`config.mk`:
```
export PLATFORM = sky130hd
export DESIGN_NAME = sssc_top
export DESIGN_NICKNAME = d
export VERILOG_FILES = /design/src/design/sssc_pkg.sv /design/src/design/sssc_sync_if.sv /design/src/design/sssc_sync.sv /design/src/design/sssc_top.sv
export SDC_FILE = /design/constraint.sdc
export NUM_CORES = 1
export LEC_CHECK = 0
export BUFFER_PORTS_ARGS = -buffer_cell sky130_fd_sc_hd__buf_2
export CELL_PAD_IN_SITES_DETAIL_PLACEMENT = 1
export CELL_PAD_IN_SITES_GLOBAL_PLACEMENT = 1
export CORE_MARGIN = 2
export CORE_UTILIZATION = 38
export DETAILED_ROUTE_END_ITERATION = 7
export PLACE_DENSITY = 0.78
export SYNTH_ARGS = -nofsm -noshare
export SYNTH_HDL_FRONTEND = slang
export SYNTH_SLANG_ARGS = --single-unit
```
`constraint.sdc`:
```
create_clock -name clk -period 2.29 [get_ports clk]
set_clock_uncertainty 0.1 [all_clocks]
set_input_delay 0.1145 -clock clk [delete_from_list [all_inputs] [get_ports clk]]
set_output_delay 0.1145 -clock clk [all_outputs]
set_load 0.005 [all_outputs]
```
`src/design/sssc_pkg.sv`:
```
// Purpose: shared constants for the spi slave shift control block
// Assumes: one system clock, link signals sampled as plain inputs
// Notes: widths and counts live here so every importing file agrees
package sssc_pkg;
    localparam int SSSC_DATA_W = 8;
    localparam int SSSC_CNT_W = 4;
    localparam logic [7:0] SSSC_DATA_RST = 8'h00;
    localparam logic [3:0] SSSC_EDGES_PER_BYTE = 4'h0;
    localparam logic [1:0] SSSC_SYNC_RST = 2'h3;
    localparam logic [1:0] SSSC_SCK_SYNC_RST = 2'h0;
endpackage

```
`src/design/sssc_sync_if.sv`:
```
// Purpose: carries synchronised link levels into the main block
// Assumes: all members are on the clk domain
// Notes: filled by sssc_sync, read by sssc_top
`timescale 1ns/1ps
interface sssc_sync_if;
    logic sck_s;
    logic sel_n_s;
    logic mosi_s;
    logic miso_s;
    modport src (output sck_s, output sel_n_s, output mosi_s, output miso_s);
    modport dst (input sck_s, input sel_n_s, input mosi_s, input miso_s);
endinterface

```
`src/design/sssc_sync.sv`:
```
// Purpose: two-flop synchronisers for the four link inputs
// Assumes: inputs asynchronous to clk
// Notes: first stage feeds only the second stage
`timescale 1ns/1ps
module sssc_sync
    import sssc_pkg::*;
(
    input wire logic clk,
    input wire logic sys_rst,
    input wire logic sck_in,
    input wire logic sel_n_in,
    input wire logic mosi_in,
    input wire logic miso_in,
    sssc_sync_if.src sy
);
    logic [1:0] sck_q;
    logic [1:0] sel_q;
    logic [1:0] mosi_q;
    logic [1:0] miso_q;

    always_ff @(posedge clk) begin
        if (sys_rst) begin
            sck_q <= SSSC_SCK_SYNC_RST;
            sel_q <= SSSC_SYNC_RST;
            mosi_q <= SSSC_SYNC_RST;
            miso_q <= SSSC_SYNC_RST;
        end else begin
            sck_q <= {sck_q[0], sck_in};
            sel_q <= {sel_q[0], sel_n_in};
            mosi_q <= {mosi_q[0], mosi_in};
            miso_q <= {miso_q[0], miso_in};
        end
    end

    assign sy.sck_s = sck_q[1];
    assign sy.sel_n_s = sel_q[1];
    assign sy.mosi_s = mosi_q[1];
    assign sy.miso_s = miso_q[1];
endmodule

```
`src/design/sssc_top.sv`:
```
// Purpose: slave-side shift control of a serial peripheral interface
// Assumes: external master makes the serial clock; link edges are
//          found by oversampling with clk, so sck must be slow
// Notes: master clock generation is not part of this block
`timescale 1ns/1ps
module sssc_top
    import sssc_pkg::*;
#(
    parameter int DATA_W = SSSC_DATA_W
) (
    input wire logic clk,
    input wire logic sys_rst,
    // configuration
    input wire logic master_select_bit,
    input wire logic serial_pin_control_bit,
    input wire logic bidir_output_enable,
    input wire logic clock_phase_bit,
    input wire logic clock_polarity_bit,
    input wire logic lsb_first_enable,
    input wire logic select_output_enable,
    input wire logic mode_fault_enable,
    // transmit data load and received data
    input wire logic tx_load,
    input wire logic [DATA_W-1:0] tx_data,
    output logic [DATA_W-1:0] rx_data,
    output logic transfer_done_flag,
    input wire logic done_clear,
    output logic mode_fault_flag,
    input wire logic status_read,
    input wire logic ctrl1_write,
    output logic slave_active,
    output logic busy,
    // link pins
    input wire logic sck_in,
    output logic sck_out,
    output logic sck_oe,
    input wire logic sel_n_in,
    output logic sel_n_out,
    output logic sel_n_oe,
    input wire logic mosi_in,
    output logic mosi_out,
    output logic mosi_oe,
    input wire logic miso_in,
    output logic miso_out,
    output logic miso_oe
);
    import sssc_pkg::*;

    // ------------------------------------------------------------
    // synchronisers
    // ------------------------------------------------------------
    sssc_sync_if sy ();

    sssc_sync u_sync (
        .clk(clk),
        .sys_rst(sys_rst),
        .sck_in(sck_in),
        .sel_n_in(sel_n_in),
        .mosi_in(mosi_in),
        .miso_in(miso_in),
        .sy(sy)
    );

    // ------------------------------------------------------------
    // mode and select
    // ------------------------------------------------------------
    logic sck_d1_q;
    logic sel_d1_q;
    logic fault_q;
    logic fault_armed_q;
    logic is_slave;
    logic selected;
    logic sck_edge;
    logic sel_rise;

    // slave when clear or forced by fault
    assign is_slave = !master_select_bit || fault_q;
    assign selected = is_slave && !sy.sel_n_s;
    assign sck_edge = selected && (sy.sck_s != sck_d1_q);
    assign sel_rise = sy.sel_n_s && !sel_d1_q;

    // reset levels match the synchroniser resets: no false edge
    always_ff @(posedge clk) begin
        if (sys_rst) begin
            sck_d1_q <= 1'b0;
            sel_d1_q <= 1'b1;
        end else begin
            sck_d1_q <= sy.sck_s;
            sel_d1_q <= sy.sel_n_s;
        end
    end

    // ------------------------------------------------------------
    // shift engine
    // ------------------------------------------------------------
    typedef enum logic [0:0] {SSSC_IDLE, SSSC_XFER} sssc_state_e;
    sssc_state_e state_q;
    logic [SSSC_CNT_W-1:0] edge_q;
    logic [DATA_W-1:0] shift_q;
    logic [DATA_W-1:0] data_q;
    logic latch_q;
    logic out_bit_q;
    logic din;
    logic odd_edge;
    logic sample_now;
    logic shift_now;
    logic last_shift;
    logic first_edge;
    logic [DATA_W-1:0] shift_next;
    logic [DATA_W-1:0] shift_din;
    logic [DATA_W-1:0] byte_in;

    assign din = serial_pin_control_bit ? miso_in_s() : sy.mosi_s;

    function automatic logic miso_in_s();
        return sy.miso_s;
    endfunction

    // edge_q counts edges already seen; next edge is edge_q+1
    assign odd_edge = !edge_q[0];
    // phase picks sample and shift edges
    assign sample_now = sck_edge && (clock_phase_bit ? !odd_edge : odd_edge);
    // phase set: edge one only presents data, nothing to shift yet
    assign first_edge = edge_q == SSSC_EDGES_PER_BYTE;
    assign shift_now = sck_edge && (clock_phase_bit ? odd_edge : !odd_edge)
        && !(clock_phase_bit && first_edge);
    assign last_shift = sck_edge && !odd_edge
        && edge_q == SSSC_CNT_W'(2 * DATA_W - 1);

    always_comb begin
        if (lsb_first_enable) begin
            shift_next = {latch_q, shift_q[DATA_W-1:1]};
            shift_din = {din, shift_q[DATA_W-1:1]};
        end else begin
            shift_next = {shift_q[DATA_W-2:0], latch_q};
            shift_din = {shift_q[DATA_W-2:0], din};
        end
    end

    // phase set: the last bit is sampled on the final edge and no
    // shift edge follows, so it goes in straight from the pin
    assign byte_in = clock_phase_bit ? shift_din : shift_next;

    always_ff @(posedge clk) begin
        if (sys_rst) begin
            state_q <= SSSC_IDLE;
            edge_q <= '0;
        end else if (!selected || sel_rise) begin
            state_q <= SSSC_IDLE;
            edge_q <= '0;
        end else if (sck_edge) begin
            state_q <= last_shift ? SSSC_IDLE : SSSC_XFER;
            edge_q <= last_shift ? '0 : edge_q + 1'b1;
        end
    end

    always_ff @(posedge clk) begin
        if (sys_rst) begin
            latch_q <= 1'b0;
        end else if (sample_now) begin
            latch_q <= din;
        end
    end

    // shift register holds tx byte until edges move it
    // a load while busy is dropped: it would corrupt the byte
    always_ff @(posedge clk) begin
        if (sys_rst) begin
            shift_q <= SSSC_DATA_RST;
        end else if (last_shift) begin
            shift_q <= byte_in;
        end else if (shift_now) begin
            shift_q <= shift_next;
        end else if (tx_load && state_q == SSSC_IDLE) begin
            shift_q <= tx_data;
        end
    end

    // byte copied, flag set wins over clear
    always_ff @(posedge clk) begin
        if (sys_rst) begin
            data_q <= SSSC_DATA_RST;
            transfer_done_flag <= 1'b0;
        end else begin
            if (last_shift) begin
                data_q <= byte_in;
            end
            if (last_shift) begin
                transfer_done_flag <= 1'b1;
            end else if (done_clear) begin
                transfer_done_flag <= 1'b0;
            end
        end
    end
    assign rx_data = data_q;

    // ------------------------------------------------------------
    // serial output
    // ------------------------------------------------------------
    // the bit on the pin is the end that leaves first
    logic first_bit;
    assign first_bit = lsb_first_enable ? shift_q[0] : shift_q[DATA_W-1];

    // first bit presented at select or edge one
    always_ff @(posedge clk) begin
        if (sys_rst) begin
            out_bit_q <= 1'b0;
        end else if (!clock_phase_bit || !first_edge || sck_edge) begin
            out_bit_q <= first_bit;
        end
    end

    // enable is combinational so the pin lets go as select rises
    // drive only while selected
    logic drive;
    assign drive = selected && !fault_q;

    // pin roles by pin control and bidir
    always_comb begin
        miso_out = out_bit_q;
        mosi_out = out_bit_q;
        miso_oe = 1'b0;
        mosi_oe = 1'b0;
        if (serial_pin_control_bit) begin
            miso_oe = drive && bidir_output_enable;
        end else begin
            miso_oe = drive;
        end
    end

    // clock and select never driven here
    assign sck_out = clock_polarity_bit;
    assign sck_oe = 1'b0;
    assign sel_n_out = 1'b1;
    assign sel_n_oe = 1'b0;

    // ------------------------------------------------------------
    // mode fault
    // ------------------------------------------------------------
    // a slave never sees a fault; its select is only an input
    logic fault_event;
    assign fault_event = master_select_bit && mode_fault_enable
        && !sy.sel_n_s;

    // master-only fault, read then write clears
    always_ff @(posedge clk) begin
        if (sys_rst) begin
            fault_q <= 1'b0;
            fault_armed_q <= 1'b0;
        end else begin
            // set wins over a clear in the same cycle
            if (fault_event) begin
                fault_q <= 1'b1;
                fault_armed_q <= 1'b0;
            end else if (fault_armed_q && ctrl1_write) begin
                fault_q <= 1'b0;
                fault_armed_q <= 1'b0;
            end else if (status_read && fault_q) begin
                fault_armed_q <= 1'b1;
            end
        end
    end
    assign mode_fault_flag = fault_q;

    // ------------------------------------------------------------
    // status
    // ------------------------------------------------------------
    // busy drops one clk after the synchronised deselect, so software can poll it
    assign slave_active = is_slave;
    assign busy = state_q == SSSC_XFER;
endmodule

```
* After elaboration in Yosys (flattened, before gate mapping)
Cells that the tools add are included.
Storage, ports and cells: register bits after elaboration 36, input bits 26, logic and storage cells 71
Cells by class: add/sub/neg operators 1, equal/unequal tests 2, mux-type cells 17, bitwise operators 1, reduce and logical (&&, ||, !) cells 35
Operators by type and width (count):
- 8-bit 2-to-1 mux | 6
- 1-bit logical AND | 16
- 1-bit 2-to-1 mux | 10
- 1-bit logical NOT | 9
- 4-bit by 1-bit adder with 4-bit output (second input constant) | 1
- 4-bit equality test (second input constant) | 1
- 4-bit logical NOT | 1
- 1-bit logical OR | 4
- 4-bit 2-to-1 mux | 1
- 2-bit nonzero test | 2
- 3-bit nonzero test | 1
- 3-bit OR reduction | 1
- 2-bit OR reduction | 1
- 1-bit inequality test | 1
- 1-bit inverter | 1

* Longest topological paths before layout
word-level depth 8, depth in mapped cells 8

* By module
A second synthesis with hierarchy kept.
Unflattened totals: cell total of the unflattened synthesis 179, area, all modules 1661.6 µm²
By module, submodules not included:
- sssc_top | instances 1, cells an instance 163, area each 1451.4 µm², seq. area each 540.5 µm²
- sssc_sync | instances 1, cells an instance 16, area each 210.2 µm², seq. area each 160.2 µm²

* Worst setup path before layout
Ideal clock, no wire load.
kind register to register, start reg edge_q[0], end reg shift_q[0], arrival 1.699 ns, required time 2.095 ns, setup slack 0.396 ns, stages on the path, launching flop included 9, path buffers 1, period minus slack after synthesis 1.894 ns, cells stage by stage dfxtp_1 -> inv_1 -> ha_1 -> or3b_1 -> a21oi_2 -> a21o_4 -> buf_6 -> o21ai_0 -> a221oi_1
On the way: cells in the longest elaborated chain, start to end 6, elaborated cells on any way between the ends 13, those cells by class 1 x eq/ne; 3 x mux; 9 x reduce/logical
Ends and longest elaborated chain:
- start: declaration | RTL line sssc_top.sv:98 | logic [SSSC_CNT_W-1:0] edge_q;
- start signal: assignment | RTL line sssc_top.sv:153 | edge_q <= last_shift ? '0 : edge_q + 1'b1;
- 4-bit logical NOT / 1-bit logical NOT (equally long branches) | RTL line sssc_top.sv:124, sssc_top.sv:120
- 1-bit logical AND / 1-bit 2-to-1 mux (equally long branches) | RTL line sssc_top.sv:126, sssc_top.sv:125
- 1-bit logical NOT / 1-bit logical AND (equally long branches) | RTL line sssc_top.sv:126, sssc_top.sv:125
- 1-bit logical AND | RTL line sssc_top.sv:126 | && !(clock_phase_bit && first_edge);
- 8-bit 2-to-1 mux | RTL line sssc_top.sv:172 | end else if (shift_now) begin
- 8-bit 2-to-1 mux | RTL line sssc_top.sv:170 | end else if (last_shift) begin
- end signal: assignment | RTL line sssc_top.sv:171 | shift_q <= byte_in;
- end signal: assignment | RTL line sssc_top.sv:173 | shift_q <= shift_next;
- end signal: assignment | RTL line sssc_top.sv:175 | shift_q <= tx_data;
- end: declaration | RTL line sssc_top.sv:99 | logic [DATA_W-1:0] shift_q;
Parallel ways exist; a longest one is shown, timed or not. A chain may end at the register's enable or synchronous reset.

* Final worst setup path
Same ends and word-level chain as after synthesis.

==> reports/results.ini <==
[routing]
post-route-drc-count=0
num_vias=1403
antenna_violating_nets_post_route=0
wl_um=3731
vias_per_cell=4.993
initialDrtViolationCount=75
drt_first_pass_iters=4
detail_route.wl_per_cell_um=13.28

[synth]
netlist.area_leader.share_pct=42.01
post_synth_instance_area_um2=1668
synthArstFlopShare_pct=0
synthDominantAreaCellType=sky130_fd_sc_hd__dfxtp_1
synth.top_cells.by_area=sky130_fd_sc_hd__dfxtp_1, sky130_fd_sc_hd__mux2i_1, sky130_fd_sc_hd__mux2_2
ys_ff_latch=35
post_synth_inst_count=188
synthFlopType=sky130_fd_sc_hd__dfxtp_1
postSynthAreaPerCell_um2=8.872
synth.lib_cells_used.distinct=43
yosysWarningCount=0
synth_seq_area_share_pct=42.01
synth_enable_flop_cells=0

[power_and_ir_drop]
post-layout-total-power_mw=1.198
cellLeakagePower_nw=0.8292
ir_drop_mv=0.2460
power_density_nw_per_um2=599.2

[clocking]
cts_root_buffer=sky130_fd_sc_hd__clkbuf_8
cts_sinks=35
clock_path_buffers=2
ctsHtreeMaxLevel=2
path_clk_slew_ns=0.07
cts-resized-gates=0
worst_skew_pair.late_latency_ns=0.28
cts_tree=yes
numCtsBuffers=5
cts_hold_buf=5
post-cts-setup-buffers=0

[floorplan]
floorplan.initialDensity_pct=38.84
die_x_um=70.25
core-area_um2=4294
die_height_um=70.25
die-area_um2=4935
io_pins=46
rows=24

[setup_path]
critical_path.cell_chain=inv_1 > ha_1 > or3b_1 > a21oi_2 > a21o_4 > o21ai_0 > a221oi_1
cp.buffers_inverters=1
crit_family=compound AO/OA/AOI/OAI gates
critPathMaxFanout=16
arrival_worst_endpoint_ns=2.16
critPathKind=reg -> reg
max_stage_delay_ns=0.39
worstReg2RegStart=edge_q[0]
worstSetupStartpointType=flip-flop
critical-path-slowest-cell=sky130_fd_sc_hd__dfxtp_1
cp-startpoint=edge_q[0]
worst-endpoint-required_ns=2.37
end_kind=flip-flop

[worst_hold_path]
min_path_type=in -> reg
timing.hold.worst.start=ctrl1_write

[cells_and_area]
multiInputGateArea_um2=860.8
areaGrowthSynthToFinish_pct=19.88
final_area_um2=1999
nNetsFinal=257
num_antenna_cells=0
final_cell_count_no_fill=281
register_area_um2=700.7
layout.filler_cells=520
post_route_cells_drive_above_1_share_pct=31.00

[sta]
hold_violations=0
finalSetupViolations=0
tns_ns=0
setup_repair_after_global_routing_missed_its_margin=false
timing.fmax_mhz=481.8
relSlewSlack_pct=65.43
finalMaxSlewViolations=0
period_minus_slack_ns=2.076
worstMarginPinSlew_ns=0.5185
post_route_fraction_of_the_period_consumed_by_the_critical_path_pct=90.64

[job]
maxCapViolCount=0

[grt]
residual_overflow_from_global_routing=0
globalRouteTotalUtil_pct=15.47
number_of_antenna_violations_at_the_first_check_in_global_routing=0
vias_in_the_first_global_route=1356
grt_pass1_wl_um=6127
grt_start_max_net_pins=32

[placement]
dp.cells=269
post-dp-hpwl_um=2750
finalWeightedCongestion=0.8065
placed_cell_area_um2=1862
io_buffer_count=38

[outcome]
outcome=finished, final reports clean

==> through the flow <==
stage | hold slack, ns | utilization, % | setup WS (ns)
after CTS | 0.01306 | 46.56 | 0.2350
after floorplan | 0.1183 | - | 0.3959
final | 0.02252 | 46.56 | 0.2144
after detailed placement | 0.1291 | 43.36 | 0.2670
after global placement | 0.1291 | 43.36 | 0.2954
after global routing | 0.04312 | 46.56 | 0.1194
==> registers in the layout, summed over array words and instances (netlist names) <==
register,count
rx_data,8
shift_q,8
edge_q,4
u_sync.miso_q,2
u_sync.mosi_q,2
u_sync.sck_q,2
u_sync.sel_q,2
busy,1
fault_armed_q,1
latch_q,1
miso_out,1
mode_fault_flag,1
sck_d1_q,1
transfer_done_flag,1
==> report_power, final <==
group	switching [mW]	internal (mW)	leakage (nW)	total (mW)
sequential	0.0117	0.627	0.286	0.638
combinational	0.0549	0.0594	0.496	0.114
clock	0.210	0.236	0.0470	0.445
total	0.276	0.922	0.829	1.20
==> final timing paths <==
kind / to / slack [ns] / depth (start not counted)
max: shift_q[0] / 0.21 / 7
min: mode_fault_flag / 0.02 / 4
max reg2reg: shift_q[0] / 0.21 / 7
min reg2reg: u_sync.miso_q[1] / 0.30 / 1
==> Yosys cell counts, types with 2 or more instances <==
cell type / count
sky130_fd_sc_hd__xnor2_1: 2
sky130_fd_sc_hd__mux2i_1: 10
sky130_fd_sc_hd__inv_1: 6
sky130_fd_sc_hd__mux2_2: 7
sky130_fd_sc_hd__or2_2: 12
sky130_fd_sc_hd__a211oi_1: 8
sky130_fd_sc_hd__buf_4: 6
sky130_fd_sc_hd__buf_6: 2
sky130_fd_sc_hd__a221oi_1: 2
sky130_fd_sc_hd__clkbuf_1: 4
sky130_fd_sc_hd__a21oi_1: 14
sky130_fd_sc_hd__ha_1: 2
sky130_fd_sc_hd__nand2_1: 18
sky130_fd_sc_hd__nor2b_1: 8
sky130_fd_sc_hd__nor3_1: 5
sky130_fd_sc_hd__nor2_1: 18
sky130_fd_sc_hd__o21ai_0: 2
sky130_fd_sc_hd__conb_1: 2
sky130_fd_sc_hd__dfxtp_1: 35
sky130_fd_sc_hd__nand2b_1: 2
==> cells by family after synthesis <==
| group | count (synthesis) | share of synthesized area [%] |
|---|---|---|
| compound gates | 33 | 13.28 |
| xor+xnor | 2 | 1.050 |
| buf+inv | 20 | 6.826 |
| flops | 35 | 42.01 |
| simple gates | 77 | 24.16 |
| mux | 17 | 10.73 |
| fa+ha+maj | 2 | 1.500 |
| other cells | 2 | 0.4503 |
==> routing by layer <==
metal | global-route usage (%) | share of wire [%] | up-vias
met4 | 4.060 | 0.62 | 0
met3 | 4.185 | 4.8 | 6
li1 | - | - | 711
met2 | 23.69 | 45 | 35
met5 | 0 | 0 | -
met1 | 21.47 | 50 | 651
==> placed cells by master, fill, tap and decap left out, types with 2 or more instances in the layout <==
master / synthesis / final
sky130_fd_sc_hd__buf_2: 1 / 38
sky130_fd_sc_hd__dfxtp_1: 35 / 35
sky130_fd_sc_hd__nor2_1: 18 / 18
sky130_fd_sc_hd__nand2_1: 18 / 18
sky130_fd_sc_hd__a21oi_1: 14 / 14
sky130_fd_sc_hd__or2_2: 12 / 12
sky130_fd_sc_hd__mux2i_1: 10 / 10
sky130_fd_sc_hd__nor2b_1: 8 / 8
sky130_fd_sc_hd__a211oi_1: 8 / 8
sky130_fd_sc_hd__mux2_2: 7 / 7
sky130_fd_sc_hd__inv_1: 6 / 6
sky130_fd_sc_hd__clkbuf_8: 0 / 6
sky130_fd_sc_hd__nor3_1: 5 / 5
sky130_fd_sc_hd__dlygate4sd3_1: 0 / 5
sky130_fd_sc_hd__conb_1: 2 / 4
sky130_fd_sc_hd__buf_4: 6 / 3
sky130_fd_sc_hd__xnor2_1: 2 / 2
sky130_fd_sc_hd__a221oi_1: 2 / 2
sky130_fd_sc_hd__nand2b_1: 2 / 2
sky130_fd_sc_hd__o21ai_0: 2 / 2
sky130_fd_sc_hd__ha_1: 2 / 2
==> worst register-to-register path: cells and delay by family (launching register included) <==
family                     cells  cell delay (ns)
AOI/OAI and AO/OA              4             0.88
adders and majority gates      1             0.13
DFF                            1             0.39
buffers and inverters          1             0.09
and+or+nand+nor                1             0.39
==> area by class of cell <==
type                    count  area share, %
repair buffers             46          13.14
well taps                  52          3.254
inverters                   6          1.126
clock buffers               6          4.130
multi-input cells         135          43.05
flip-flops and latches     35          35.04
clock inverters             1         0.2503
Note: power is estimated with default switching activity, not from simulation.
